**config.mk**
```make
export PLATFORM = sky130hd
export DESIGN_NAME = nbp_host
export DESIGN_NICKNAME = d
export VERILOG_FILES = /design/src/pkg/nbp_pkg.sv /design/src/core/nbp_cycle.sv /design/src/core/nbp_host.sv
export SDC_FILE = /design/constraint.sdc
export NUM_CORES = 1
export LEC_CHECK = 0
export ABC_AREA = 1
export BUFFER_PORTS_ARGS = -buffer_cell sky130_fd_sc_hd__buf_2
export CAP_MARGIN = 15
export CORE_MARGIN = 2
export CORE_UTILIZATION = 57
export CTS_CLUSTER_SIZE = 8
export DETAILED_ROUTE_END_ITERATION = 16
export GPL_TIMING_DRIVEN = 0
export PLACE_DENSITY = 0.8
export SYNTH_ARGS = -nofsm -noshare
export SYNTH_HDL_FRONTEND = slang
export SYNTH_HIERARCHICAL = 1
export SYNTH_SLANG_ARGS = --single-unit
```
**constraint.sdc**
```tcl
create_clock -name REF_CLK -period 2.8 [get_ports REF_CLK]
set_clock_uncertainty 0.2 [all_clocks]
set_input_delay 0 -clock REF_CLK [delete_from_list [all_inputs] [get_ports REF_CLK]]
set_output_delay 0 -clock REF_CLK [all_outputs]
set_load 0.01 [all_outputs]
```
**src/pkg/nbp_pkg.sv**
```systemverilog
// nbp_pkg: constants for the protection-command host controller
// assumes the flash is driven through plain pins, software through APB
package nbp_pkg;
  // apb register offsets (one word each)
  localparam logic [7:0] REG_CTRL = 8'h00;
  localparam logic [7:0] REG_ADDR = 8'h04;
  localparam logic [7:0] REG_WDATA = 8'h08;
  localparam logic [7:0] REG_STATUS = 8'h0c;
  localparam logic [7:0] REG_RDATA = 8'h10;
  // ctrl fields
  localparam int CTRL_START_BIT = 0;
  localparam int CTRL_BYTE_BIT = 1;
  localparam int CTRL_OP_LSB = 4;
  localparam int OP_W = 4;
  // operations
  localparam logic [3:0] OP_ENTER = 4'h0;
  localparam logic [3:0] OP_EXIT = 4'h1;
  localparam logic [3:0] OP_PROG = 4'h2;
  localparam logic [3:0] OP_READ = 4'h3;
  localparam logic [3:0] OP_CLEAR_ALL = 4'h4;
  localparam logic [3:0] OP_UNLOCK_PWD = 4'h5;
  localparam logic [3:0] OP_EXIT_EXT = 4'h6;
  // command codes
  localparam logic [7:0] CMD_UNLOCK1 = 8'haa;
  localparam logic [7:0] CMD_UNLOCK2 = 8'h55;
  localparam logic [7:0] CMD_LOCKREG = 8'h40;
  localparam logic [7:0] CMD_PASSWORD = 8'h60;
  localparam logic [7:0] CMD_NVPROT = 8'hc0;
  localparam logic [7:0] CMD_LOCKBIT = 8'h50;
  localparam logic [7:0] CMD_PROGRAM = 8'ha0;
  localparam logic [7:0] CMD_EXIT1 = 8'h90;
  localparam logic [7:0] CMD_EXIT2 = 8'h00;
  localparam logic [7:0] CMD_CLR1 = 8'h80;
  localparam logic [7:0] CMD_CLR2 = 8'h30;
  localparam logic [7:0] CMD_PWD_UNL1 = 8'h25;
  localparam logic [7:0] CMD_PWD_UNL2 = 8'h03;
  localparam logic [7:0] CMD_PWD_CONF = 8'h29;
  localparam logic [7:0] NV_PROTECT = 8'h00;
  localparam logic [7:0] PWD_LOCKED_DATA = 8'h00;
  // unlock addresses, word and byte mode
  localparam logic [15:0] ADDR_U1_W = 16'h0555;
  localparam logic [15:0] ADDR_U2_W = 16'h02aa;
  localparam logic [15:0] ADDR_U1_B = 16'h0aaa;
  localparam logic [15:0] ADDR_U2_B = 16'h0555;
  // password geometry
  localparam int PWD_PORTIONS_B = 8;
  localparam int PWD_PORTIONS_W = 4;
  // bus-cycle timing
  localparam int CLK_MHZ = 200;
  localparam int TWP_NS = 50;
  localparam int TWP_CYC = (TWP_NS * CLK_MHZ + 999) / 1000;
  localparam int UNLOCK_GAP_US = 6;
  localparam int UNLOCK_GAP_CYC = UNLOCK_GAP_US * CLK_MHZ;
  // status bits
  localparam int ST_BUSY_BIT = 0;
  localparam int ST_REFUSED_BIT = 1;
endpackage

```
**src/core/nbp_cycle.sv**
```systemverilog
// nbp_cycle: one asynchronous flash bus cycle (write or read)
// assumes a pulse start, pins registered, read data sampled via 2 flops
`timescale 1ns/1ps
`default_nettype none
module nbp_cycle #(
  parameter int PULSE_CYC = nbp_pkg::TWP_CYC
) (
  input wire logic clk,
  input wire logic rst,
  input wire logic start,
  input wire logic wr,
  input wire logic [25:0] addr,
  input wire logic [15:0] wdata,
  input wire logic [15:0] dq_in,
  output logic done,
  output logic [15:0] rdata,
  output logic [25:0] a_out,
  output logic [15:0] dq_out,
  output logic dq_oe,
  output logic ce_n,
  output logic oe_n,
  output logic we_n
);
  // pulse + 2 sync stages + 1 recovery
  localparam int CNT_MAX = PULSE_CYC + 3;
  logic [7:0] cnt_q;
  logic busy_q;
  logic [15:0] s1_q, s2_q;
  wire pulse_end = busy_q && (cnt_q == 8'(CNT_MAX));
  wire strobe_on = busy_q && (cnt_q < 8'(PULSE_CYC + 2));
  always_ff @(posedge clk) begin
    s1_q <= dq_in;
    s2_q <= s1_q;
    done <= pulse_end;
    if (rst) begin
      busy_q <= 1'b0;
      cnt_q <= 8'h00;
      a_out <= '0;
      dq_out <= 16'h0000;
      dq_oe <= 1'b0;
      ce_n <= 1'b1;
      oe_n <= 1'b1;
      we_n <= 1'b1;
      rdata <= 16'h0000;
    end else if (start && !busy_q) begin
      busy_q <= 1'b1;
      cnt_q <= 8'h00;
      a_out <= addr;
      dq_out <= wdata;
      dq_oe <= wr;
      ce_n <= 1'b0;
      oe_n <= wr;
      we_n <= !wr;
    end else if (busy_q) begin
      cnt_q <= cnt_q + 8'h01;
      if (cnt_q == 8'(PULSE_CYC + 1) && !oe_n) rdata <= s2_q;
      if (!strobe_on) begin
        ce_n <= 1'b1;
        oe_n <= 1'b1;
        we_n <= 1'b1;
      end
      if (pulse_end) begin
        busy_q <= 1'b0;
        dq_oe <= 1'b0;
      end
    end
  end
endmodule
`default_nettype wire

```
**src/core/nbp_host.sv**
```systemverilog
// nbp_host: host controller issuing block-protection command sequences
// assumes an APB master on REF_CLK and a parallel NOR flash on the pins
//
// Local design decisions: the address map and the APB register port.
`timescale 1ns/1ps
`default_nettype none
module nbp_host #(
  parameter int UNLOCK_GAP = nbp_pkg::UNLOCK_GAP_CYC
) (
  input wire logic REF_CLK,
  input wire logic SYS_RST,
  input wire logic PSEL,
  input wire logic PENABLE,
  input wire logic PWRITE,
  input wire logic [7:0] PADDR,
  input wire logic [31:0] PWDATA,
  output logic [31:0] PRDATA,
  output logic PREADY,
  output logic PSLVERR,
  output logic [25:0] FL_A,
  input wire logic [15:0] FL_DQ_IN,
  output logic [15:0] FL_DQ_OUT,
  output logic FL_DQ_OE,
  output logic FL_CE_N,
  output logic FL_OE_N,
  output logic FL_WE_N,
  output logic FL_BYTE_N
);
  typedef enum logic [1:0] {NBP_IDLE, NBP_ISSUE, NBP_WAIT} nbp_state_t;
  nbp_state_t st_q;
  logic [3:0] ctrl_op_q;
  logic ctrl_byte_q;
  logic [25:0] addr_q;
  logic [31:0] wdata_q;
  logic [15:0] rdata_q;
  logic refused_q;
  logic mode_q;
  logic [3:0] idx_q;
  logic [3:0] len_q_d;
  logic [15:0] gap_q;
  logic cyc_start, cyc_done;
  logic [15:0] cyc_rdata;
  logic [25:0] seq_a;
  logic [15:0] seq_d;
  logic seq_wr;

  wire apb_wr = PSEL && PENABLE && PWRITE;
  wire sel_ctrl = PADDR == nbp_pkg::REG_CTRL;
  wire sel_addr = PADDR == nbp_pkg::REG_ADDR;
  wire sel_wdata = PADDR == nbp_pkg::REG_WDATA;
  wire sel_stat = PADDR == nbp_pkg::REG_STATUS;
  wire sel_rdata = PADDR == nbp_pkg::REG_RDATA;
  wire mapped = sel_ctrl | sel_addr | sel_wdata | sel_stat | sel_rdata;
  wire busy = st_q != NBP_IDLE;
  wire start_req = apb_wr && sel_ctrl && PWDATA[nbp_pkg::CTRL_START_BIT] && !busy;
  wire [3:0] new_op = PWDATA[nbp_pkg::CTRL_OP_LSB +: nbp_pkg::OP_W];
  // a second unlock too early would be dropped by the flash; refuse it here
  wire unl_early = (new_op == nbp_pkg::OP_UNLOCK_PWD) && (gap_q != 16'h0000);
  // entering while a mode is active would leave block 0 blocked unawares
  wire enter_bad = (new_op == nbp_pkg::OP_ENTER) && mode_q;
  wire refuse = start_req && (unl_early || enter_bad);
  wire go = start_req && !refuse;

  assign PREADY = 1'b1;
  assign PSLVERR = PSEL && PENABLE && !mapped;
  assign PRDATA = sel_ctrl ? {24'h000000, ctrl_op_q, 2'b00, ctrl_byte_q, busy}
                : sel_addr ? {6'h00, addr_q}
                : sel_wdata ? wdata_q
                : sel_stat ? {29'h0, mode_q, refused_q, busy}
                : sel_rdata ? {16'h0000, rdata_q}
                : 32'h0000_0000;
  assign FL_BYTE_N = !ctrl_byte_q;

  // unlock-cycle address pair by bus width; upper bits left zero
  wire [15:0] u1 = ctrl_byte_q ? nbp_pkg::ADDR_U1_B : nbp_pkg::ADDR_U1_W;
  wire [15:0] u2 = ctrl_byte_q ? nbp_pkg::ADDR_U2_B : nbp_pkg::ADDR_U2_W;
  wire [3:0] pwd_n = ctrl_byte_q ? 4'(nbp_pkg::PWD_PORTIONS_B) : 4'(nbp_pkg::PWD_PORTIONS_W);
  wire [3:0] portion = idx_q - 4'd2;
  // only 32 password bits carried: byte portions 4..7 repeat 0..3
  wire [15:0] pwd_word = ctrl_byte_q ? {8'h00, wdata_q[8*portion[1:0] +: 8]}
                       : wdata_q[16*portion[0] +: 16];

  // sequence table: cycle idx of operation op
  always_comb begin
    seq_a = 26'h0;
    seq_d = 16'h0000;
    seq_wr = 1'b1;
    len_q_d = 4'd1;
    unique case (ctrl_op_q)
      nbp_pkg::OP_ENTER: begin
        len_q_d = 4'd3;
        seq_a = {10'h0, (idx_q == 4'd1) ? u2 : u1};
        seq_d = (idx_q == 4'd0) ? {8'h00, nbp_pkg::CMD_UNLOCK1}
              : (idx_q == 4'd1) ? {8'h00, nbp_pkg::CMD_UNLOCK2}
              : {8'h00, wdata_q[7:0]};
      end
      nbp_pkg::OP_EXIT: begin
        len_q_d = 4'd2;
        seq_d = (idx_q == 4'd0) ? {8'h00, nbp_pkg::CMD_EXIT1} : {8'h00, nbp_pkg::CMD_EXIT2};
      end
      nbp_pkg::OP_EXIT_EXT: begin
        len_q_d = 4'd4;
        seq_a = (idx_q == 4'd3) ? 26'h0 : {10'h0, (idx_q == 4'd1) ? u2 : u1};
        seq_d = (idx_q == 4'd0) ? {8'h00, nbp_pkg::CMD_UNLOCK1}
              : (idx_q == 4'd1) ? {8'h00, nbp_pkg::CMD_UNLOCK2}
              : (idx_q == 4'd2) ? {8'h00, nbp_pkg::CMD_EXIT1}
              : {8'h00, nbp_pkg::CMD_EXIT2};
      end
      nbp_pkg::OP_PROG: begin
        // one portion or one block per command; address picks it
        len_q_d = 4'd2;
        seq_a = (idx_q == 4'd1) ? addr_q : 26'h0;
        seq_d = (idx_q == 4'd0) ? {8'h00, nbp_pkg::CMD_PROGRAM} : wdata_q[15:0];
      end
      nbp_pkg::OP_READ: begin
        // plain read; the flash returns protection state or portion
        seq_wr = 1'b0;
        seq_a = addr_q;
      end
      nbp_pkg::OP_CLEAR_ALL: begin
        len_q_d = 4'd2;
        seq_d = (idx_q == 4'd0) ? {8'h00, nbp_pkg::CMD_CLR1} : {8'h00, nbp_pkg::CMD_CLR2};
      end
      nbp_pkg::OP_UNLOCK_PWD: begin
        len_q_d = pwd_n + 4'd3;
        seq_a = (idx_q < 4'd2 || idx_q == pwd_n + 4'd2) ? 26'h0 : 26'(portion);
        seq_d = (idx_q == 4'd0) ? {8'h00, nbp_pkg::CMD_PWD_UNL1}
              : (idx_q == 4'd1) ? {8'h00, nbp_pkg::CMD_PWD_UNL2}
              : (idx_q == pwd_n + 4'd2) ? {8'h00, nbp_pkg::CMD_PWD_CONF}
              : pwd_word;
      end
      default: begin
        len_q_d = 4'd1;
        seq_wr = 1'b0;
      end
    endcase
  end
  wire last = idx_q == len_q_d - 4'd1;
  assign cyc_start = st_q == NBP_ISSUE;

  always_ff @(posedge REF_CLK) begin
    if (SYS_RST) begin
      st_q <= NBP_IDLE;
      ctrl_op_q <= nbp_pkg::OP_ENTER;
      ctrl_byte_q <= 1'b0;
      addr_q <= 26'h0;
      wdata_q <= 32'h0;
      rdata_q <= 16'h0;
      refused_q <= 1'b0;
      mode_q <= 1'b0;
      idx_q <= 4'd0;
      gap_q <= 16'h0000;
    end else begin
      if (gap_q != 16'h0000) gap_q <= gap_q - 16'h0001;
      if (apb_wr && sel_addr && !busy) addr_q <= PWDATA[25:0];
      if (apb_wr && sel_wdata && !busy) wdata_q <= PWDATA;
      if (refuse) refused_q <= 1'b1;
      else if (apb_wr && sel_stat && PWDATA[nbp_pkg::ST_REFUSED_BIT]) refused_q <= 1'b0;
      unique case (st_q)
        NBP_IDLE: if (go) begin
          ctrl_op_q <= new_op;
          ctrl_byte_q <= PWDATA[nbp_pkg::CTRL_BYTE_BIT];
          idx_q <= 4'd0;
          st_q <= NBP_ISSUE;
        end
        NBP_ISSUE: st_q <= NBP_WAIT;
        // completion by fixed cycle timing; no data bit is polled
        NBP_WAIT: if (cyc_done) begin
          if (!seq_wr) rdata_q <= cyc_rdata;
          if (last) begin
            st_q <= NBP_IDLE;
            // track mode so the host can refuse a second entry and report it in STATUS
            if (ctrl_op_q == nbp_pkg::OP_ENTER) mode_q <= 1'b1;
            if (ctrl_op_q == nbp_pkg::OP_EXIT || ctrl_op_q == nbp_pkg::OP_EXIT_EXT) mode_q <= 1'b0;
            // covers both retry spacing and unlock completion
            if (ctrl_op_q == nbp_pkg::OP_UNLOCK_PWD) gap_q <= 16'(UNLOCK_GAP);
          end else begin
            idx_q <= idx_q + 4'd1;
            st_q <= NBP_ISSUE;
          end
        end
        default: st_q <= NBP_IDLE;
      endcase
    end
  end

  nbp_cycle u_cycle (
    .clk(REF_CLK),
    .rst(SYS_RST),
    .start(cyc_start),
    .wr(seq_wr),
    .addr(seq_a),
    .wdata(seq_d),
    .dq_in(FL_DQ_IN),
    .done(cyc_done),
    .rdata(cyc_rdata),
    .a_out(FL_A),
    .dq_out(FL_DQ_OUT),
    .dq_oe(FL_DQ_OE),
    .ce_n(FL_CE_N),
    .oe_n(FL_OE_N),
    .we_n(FL_WE_N)
  );
endmodule
`default_nettype wire

```
==> results of run 1 <==
[state kept, by name, summed over array words and instances (netlist names), 8 cells and up]
signal          count
addr_q             26
gap_q              16
rdata_q            16
u_cycle/a_out      26
u_cycle/cnt_q       8
u_cycle/dq_out     16
u_cycle/rdata      16
u_cycle/s1_q       16
u_cycle/s2_q       16
wdata_q            32
[metrics by stage]
step                      hold slack, ns  setup TNS [ns]  setup WS (ns)  power [W]
after floorplan                   -0.172               0          0.453    0.00383
after global placement           -0.0984          -14.21         -0.717    0.00402
after detailed placement         -0.0961          -13.01         -0.678    0.00405
after CTS                         0.0590        -0.00259       -0.00259    0.00713
after global routing               0.100               0        0.00585    0.00737
final                             0.0703               0          0.143    0.00713
[power by group]
group,internal [W],leakage (nW),switching [W]
Combinational,0.000394,3.21,0.000546
Clock,0.00181,0.368,0.00122
Sequential,0.00306,1.68,0.0000893
Total,0.00527,5.26,0.00185
[routing by layer]
layer	global-route usage, %	share of wire, %
met1	43.5	40
met4	17.6	5.4
met5	0	0
met3	6.50	8.7
met2	58.8	46
[cell usage after synthesis, types with 2 or more instances]
library cell | number | area [um^2]
nor2_1 | 242 | 908
dfxtp_1 | 207 | 4140
o21ai_0 | 166 | 831
nand2_1 | 162 | 608
inv_1 | 118 | 443
a21oi_1 | 99 | 495
clkbuf_1 | 45 | 169
nand3_1 | 39 | 195
nor3_1 | 25 | 125
nand3b_1 | 21 | 158
o22ai_1 | 19 | 119
o211ai_1 | 15 | 113
ha_1 | 12 | 150
buf_2 | 11 | 55.1
nand4_1 | 11 | 68.8
nor2_2 | 10 | 62.6
o221ai_1 | 10 | 87.6
xor2_1 | 10 | 87.6
and2_1 | 9 | 56.3
inv_2 | 5 | 18.8
nor2_4 | 5 | 56.3
xnor2_1 | 4 | 35.0
buf_4 | 3 | 22.5
nand2_4 | 3 | 33.8
nor4_1 | 3 | 18.8
o2111ai_1 | 3 | 26.3
o21a_1 | 3 | 22.5
a211oi_1 | 2 | 15.0
a22oi_1 | 2 | 15.0
buf_1 | 2 | 7.51
buf_6 | 2 | 22.5
clkinv_1 | 2 | 7.51
nand2_2 | 2 | 12.5
nand3_4 | 2 | 35.0
o311ai_0 | 2 | 17.5
[how the worst max path moves through the flow]
stage / endpoint / cells past startpoint
final: u_cycle/dq_out[12]$_SDFFE_PP0P_ / 11
after global routing: u_cycle/dq_out[8]$_SDFFE_PP0P_ / 11
after global placement: u_cycle/a_out[1]$_SDFFE_PP0P_ / 10
after CTS: u_cycle/a_out[1]$_SDFFE_PP0P_ / 9
after detailed placement: u_cycle/a_out[1]$_SDFFE_PP0P_ / 10
after floorplan: u_cycle/a_out[1]$_SDFFE_PP0P_ / 10
[placed cells by master (no fill, tap or decap), types with 2 or more instances in the layout]
cell type / n
o2111ai_1: 3
nand4_1: 11
nor2_4: 7
buf_2: 151
nor2_2: 8
xor2_1: 9
o311ai_1: 2
o21ai_0: 166
nand3b_1: 21
nand3_1: 38
dlygate4sd3_1: 73
o21a_1: 3
buf_4: 9
o221ai_1: 10
and2_1: 9
ha_1: 12
nand2_4: 4
a22oi_1: 2
dfxtp_1: 204
o22ai_1: 19
clkbuf_16: 29
dfxtp_2: 2
nor3_1: 25
a211oi_1: 2
buf_1: 2
nand2_1: 161
a21oi_1: 98
nor2_1: 242
o211ai_1: 15
clkbuf_1: 42
nand2_2: 2
inv_1: 117
inv_2: 5
xnor2_1: 4
nand3_4: 2
buf_6: 2
nor4_1: 3
[repair_timing]
action	CTS	global route
pin swaps	0	0
endpoints found under the setup margin	38	57
gates cloned	0	0
hold buffers	73	0
endpoints found under the hold margin	98	0
resized for setup	7	13
setup buffers	0	6
[worst min-delay path, stage by stage]
cell,delay (ns)
dlygate4sd3_1,0.51
buf_2,0.09
o21ai_0,0.07
a21oi_1,0.10
[final cells by class]
cell class	instances	area (um^2)	share of cell area, %
tap	216	270	2.27
buffer	61	274	2.31
sequential	207	4150	34.9
timing repair buffer	219	1480	12.4
multi-input combinational	891	4490	37.8
inverter	125	474	3.99
clock inverter	1	20.0	0.169
clock buffer	30	729	6.14
[logic make-up after synthesis]
kind of cell | after synthesis | synth area share (%)
fa+ha+maj | 12 | 1.61
other cells | 1 | 0.0402
flops | 207 | 44.4
simple gates | 539 | 25.7
compound gates | 325 | 19.0
xor+xnor | 14 | 1.31
buf+inv | 188 | 7.99
==> out/metrics.cfg, run 1 <==
[status]
status=completed

[placement]
place.detailed.instances=1642
place_hpwl_mm=21.8
portBuffers=140
placed_area_um2=10300
place_congestion=0.964

[global_route]
grt_max_degree=19
grt_antenna_before_repair=0
grt_overflow=0
grt_pass1_vias=9535
grt_pass1_wl_mm=49.3
grt_usage_pct=35.2

[routing]
ant_nets=0
drt-total-wl_mm=31.6
drc=0
drt_iter0_drc=989
routed_via_density=5.75
post_drt_wl_per_cell_um=18.0
drtPass1Iterations=6
vias=10100

[cts]
cts_root_buf=clkbuf_16
cts_tree=yes
cts.sinks=207
cts_buffer_depth=3
path_clk_slew_ns=0.06
ctsHtreeMaxLevel=1
insertion_delay_ns=0.56
cts_buffers=29

[worst_setup_path]
critPathArrivalTime_ns=2.90
cp.required_ns=3.04
critPathSlowestCell=clkbuf_1
crit_top_cell=nor2_1
cp-startpoint=idx_q[0]$_SDFFE_PP0P_
worstSetupStartpointType=register
path_buf_inv=2
critPathKind=reg -> reg
ff2ff_path_depth=11
crit_family=simple AND/OR/NAND/NOR gates
critPathCaptureType=register
reg2reg_from=idx_q[0]$_SDFFE_PP0P_
cp_slowest_stage_delay_ns=0.43
path_max_fanout=11
crit_chain=clkinv_2, clkbuf_1, ha_1, nand3_2, nand3_4, nor2_2, nor2_4, o22ai_1, and2_1, nor2_1, nor2_1
regToRegSetupSlack_ns=0.14
r2r-end=u_cycle/dq_out[12]$_SDFFE_PP0P_

[finish]
area_growth_pct=27.3
final_area_um2=11900
nNetsFinal=1607
n_fill_cell=1286
drive_above_1_share_pct=15.3
final_util_pct=74.5
post_layout_nonfiller_instances=1750
diodes=0

[sta]
clock.fmax_mhz=376
period_needed_ns=2.66
slew_headroom_pct=54.4
slew_violations=0
rsz0062_at_grt=no
final_hold_viol_count=0
worst_pin_slew_ns=0.684
period_share_pct=94.9
setup_viol_count_final=0

[synth]
postSynthCellCount=1286
synthFlopType=dfxtp_1
synth_area_um2=9330
ys_ff_latch=207
yosysSeqAreaShare_pct=44.4
synth_fp_nets=1359
yosysWarningCount=6
synth_edf_count=0
avgSynthCellArea_um2=7.26
netlist-cell-type-count=45
async_flop_share_pct=0

[power]
max-vdd-ir-drop_v=0.000624
leakage_nw=5.26
p_per_area_nw_per_um2=600

[floorplan]
coreArea_um2=15900
io_pins=142
die_h_um=132
dieArea_um2=17400
start_util_pct=58.5
rows=46
die_x_um=132

[min_path]
hold_end=wdata_q[28]$_SDFFE_PP0P_
min_from=PWDATA[28]
hp-class=in -> reg
whs_path_depth=4

[flow_run]
maxCapViolCount=0

No activity file was read; power rests on OpenSTA's default activity.
==> run 2, diff against run 1 <==
ABC_AREA = not set   (was 1)
==> out/metrics.cfg, run 2 <==
[status]
status=completed

[power]
p_per_area_nw_per_um2=606  ; +1.1%
p_seq_share_pct=43.0  ; -1.3 points
p_clk_share_pct=40.8  ; -1.7 points
leakage_nw=4.60  ; -13%
max-vdd-ir-drop_v=0.000490  ; -22%
p_comb_share_pct=16.2  ; +3.0 points
p_switching_w=0.00201  ; +8.2%
power_w=0.00741  ; +4.0%
swShare_pct=27.1  ; +1.0 points
p_int_w=0.00540  ; +2.5%

[sta]
clock.fmax_mhz=365  ; -2.9%
final_hold_viol_count=0  ; unchanged
fin_setup_tns_ns=0  ; unchanged
slew_headroom_pct=39.7  ; -15 points
period_share_pct=97.8  ; +2.9 points
setup_viol_count_final=0  ; unchanged
period_needed_ns=2.74  ; +0.0799 ns
finalWorstSetupSlack_ns=0.0628  ; -0.0799 ns
slew_violations=0  ; unchanged
fin_hold_ws_ns=0.0347  ; -0.0356 ns
worst_pin_slew_ns=0.904  ; +0.220 ns

[global_route]
grt_antenna_before_repair=0  ; unchanged
grt_overflow=0  ; unchanged
grt_usage_pct=35.1  ; -0.070 points
grt_max_degree=16  ; -3
grt_pass1_wl_mm=49.7  ; +0.63%
grt_pass1_vias=9458  ; -0.81%

[routing]
post_drt_wl_per_cell_um=19.4  ; +7.4%
routed_via_density=6.09  ; +5.8%
drtPass1Iterations=6  ; unchanged
drc=0  ; unchanged
vias=10100  ; +0.53%
drt_iter0_drc=1190  ; +20%
ant_nets=0  ; unchanged
drt-total-wl_mm=32.2  ; +2.0%

[synth]
async_flop_share_pct=0  ; unchanged
yosys.area_share.xor_xnor_pct=1.65  ; +0.34 points
synth_area_um2=9560  ; +2.4%
yosys-top-cells-area=dfxtp_1 (43%), nand2_1 (11%), a21oi_1 (9.3%)
synth_compound_area_share_pct=21.6  ; +2.6 points
ys_top_cells_by_count=nand2_1 (276), dfxtp_1 (207), a21oi_1 (177)
synth_top_area_share_pct=43.4  ; -1.0 points
synth_simple_gate_area_share_pct=24.5  ; -1.2 points
synthMostInstantiatedCell=nand2_1
netlist-cell-type-count=75  ; +67%
avgSynthCellArea_um2=8.01  ; +10%
synth_fa_ha_area_share_pct=1.57  ; -0.037 points
yosysSeqAreaShare_pct=43.4  ; -1.0 points
yosysWarningCount=6  ; unchanged
muxShareOfSynthArea_pct=2.30  ; +2.3 points
synth_edf_count=0  ; unchanged
synth_fp_nets=1266  ; -6.8%
synthFlopType=dfxtp_1
postSynthCellCount=1193  ; -7.2%
yosysTopAreaCell=dfxtp_1
synth_top_family_by_area=simple AND/OR/NAND/NOR gates
ys_ff_latch=207  ; unchanged

[finish]
layout_commonest_cell=nand2_1
final_util_pct=74.2  ; -0.30 points
regArea_um2=4150  ; unchanged
reg.largest.list=wdata_q x32, addr_q x26, u_cycle/a_out x26
nNetsFinal=1515  ; -5.7%
n_fill_cell=1253  ; -2.6%
multi_input_area_um2=5030  ; +12%
top_register=wdata_q
diodes=0  ; unchanged
largest_reg_flops=32  ; unchanged
area_growth_pct=27.9
mostFrequentLayoutCells=nand2_1 (275), dfxtp_1 (204), a21oi_1 (177), buf_2 (153), dlygate4sd3_1 (79)
drive_above_1_share_pct=16.9  ; +1.7 points

[cts]
insertion_delay_ns=0.55  ; about the same
ctsHtreeMaxLevel=1  ; unchanged
cts_tree=yes
cts.sinks=207  ; unchanged
cts_buffer_depth=3  ; unchanged
path_clk_slew_ns=0.05  ; about the same
cts_root_buf=clkbuf_16
cts_buffers=29  ; unchanged

[worst_setup_path]
r2r-end=u_cycle/a_out[1]$_SDFFE_PP0P_
ff2ff_path_depth=9  ; -2
regToRegSetupSlack_ns=0.06  ; -0.08 ns
critPathSlowestCell=or3b_4
cp.required_ns=3.07  ; +0.03 ns
cp_slowest_stage_delay_ns=0.45  ; +0.02 ns
critPathCaptureType=register
crit_family=simple AND/OR/NAND/NOR gates
critPathArrivalTime_ns=3.01  ; +0.11 ns
critPathKind=reg -> reg
crit_chain=buf_4, inv_2, ha_2, or3b_4, ha_1, nor2b_1, a221o_1, nand2_1, a21oi_1
reg2reg_from=idx_q[1]$_SDFFE_PP0P_
path_max_fanout=10  ; -1
path_buf_inv=2  ; unchanged
worstSetupStartpointType=register

[floorplan]
coreArea_um2=16500  ; +3.3%
start_util_pct=58.0  ; -0.51 points
die_h_um=133  ; +1.1%
die_x_um=133  ; +1.1%
io_pins=142  ; unchanged
dieArea_um2=17800  ; +2.3%
rows=47  ; +2.2%

[flow_run]
maxCapViolCount=0  ; unchanged

[min_path]
hp-class=in -> reg
whs_path_depth=7  ; +3
hold_end=addr_q[2]$_SDFFE_PP0P_
min_from=PADDR[6]

[placement]
place_congestion=1.02  ; +5.9%
place_hpwl_mm=21.5  ; -1.2%
portBuffers=138  ; -1.4%
place_ws_ns=-0.808  ; -0.130 ns

[run 2: cell types whose count changed after synthesis, sizes merged, moves of 19 or more]
cell,previous run,this run
mux2i,0,22
o21ai,167,27
clkbuf,45,68
inv,123,21
nand2,167,276
nor2,257,48
o31ai,0,19
a21oi,100,177
nand3,41,21
[run 2: kinds of logic (layout without fill, tap and decap cells)]
family                   Yosys count  count (layout)
flip-flops                       207             207
other                              1               1
AND/OR/NAND/NOR                  488             488
adder cells (fa/ha/maj)           12              12
buffers and inverters            113             362
XOR/XNOR                          18              18
multiplexers                      22              22
AO/OA/AOI/OAI                    332             332
[run 2: cell type report]
cell class | count | area share, %
timing repair buffer | 222 | 12.5
inverter | 21 | 0.645
sequential | 207 | 34.0
multi-input combinational | 873 | 41.1
clock inverter | 1 | 0.164
tap | 220 | 2.25
buffer | 88 | 3.42
clock buffer | 30 | 5.97
[run 2: routing by layer]
| layer | vias to the layer above | global-route usage (%) | wire length (um) |
|---|---|---|---|
| met2 | 553 | 59.7 | 15300 |
| met3 | 121 | 5.67 | 2910 |
| met5 | - | 0 | 0 |
| met1 | 4735 | 44.1 | 12500 |
| li1 | 4711 | - | - |
| met4 | 0 | 15.1 | 1480 |
[run 2: per-stage QoR]
step / std cells / area, um^2
after global placement: 1551 / 10500
after detailed placement: 1551 / 10500
final: 1662 / 12200
after global routing: 1662 / 12200
after floorplan: 1193 / 9560
after CTS: 1660 / 12100
[run 2: worst reg2reg max path, delay by kind of cell, from the launching register on]
kind,cells,cell delay (ns)
AND/OR/NAND/NOR,3,0.88
flip-flops,1,0.37
adder cells (fa/ha/maj),2,0.52
buffers and inverters,2,0.31
AO/OA/AOI/OAI,2,0.36
[run 2: how the worst max path moves through the flow]
stage / startpoint / endpoint / slack [ns] / cells past startpoint
final: idx_q[1]$_SDFFE_PP0P_ / u_cycle/a_out[1]$_SDFFE_PP0P_ / 0.06 / 9
after global routing: ctrl_op_q[2]$_SDFFE_PP0P_ / gap_q[3]$_SDFF_PP0_ / -0.02 / 11
after CTS: idx_q[1]$_SDFFE_PP0P_ / u_cycle/a_out[0]$_SDFFE_PP0P_ / 0.02 / 10
after detailed placement: idx_q[1]$_SDFFE_PP0P_ / u_cycle/dq_out[14]$_SDFFE_PP0P_ / -0.81 / 11
after global placement: idx_q[1]$_SDFFE_PP0P_ / u_cycle/dq_out[11]$_SDFFE_PP0P_ / -0.75 / 11
after floorplan: idx_q[1]$_SDFFE_PP0P_ / u_cycle/dq_out[10]$_SDFFE_PP0P_ / 0.02 / 11
[run 2: power groups by stage]
stage	registers [W]	logic, W	clock network, W
after floorplan	0.00321	0.000790	0
after global placement	0.00322	0.000990	0
after detailed placement	0.00323	0.00102	0
after CTS	0.00317	0.00111	0.00303
after global routing	0.00319	0.00129	0.00316
final	0.00319	0.00120	0.00302
[run 2: timing repair]
action,in CTS,in global routing
endpoints found under the hold margin,89,0
buffers inserted,2,2
setup endpoints to repair,48,63
hold buffers,79,0
gates resized for setup,20,34
pin swaps,2,4
gates cloned,0,1
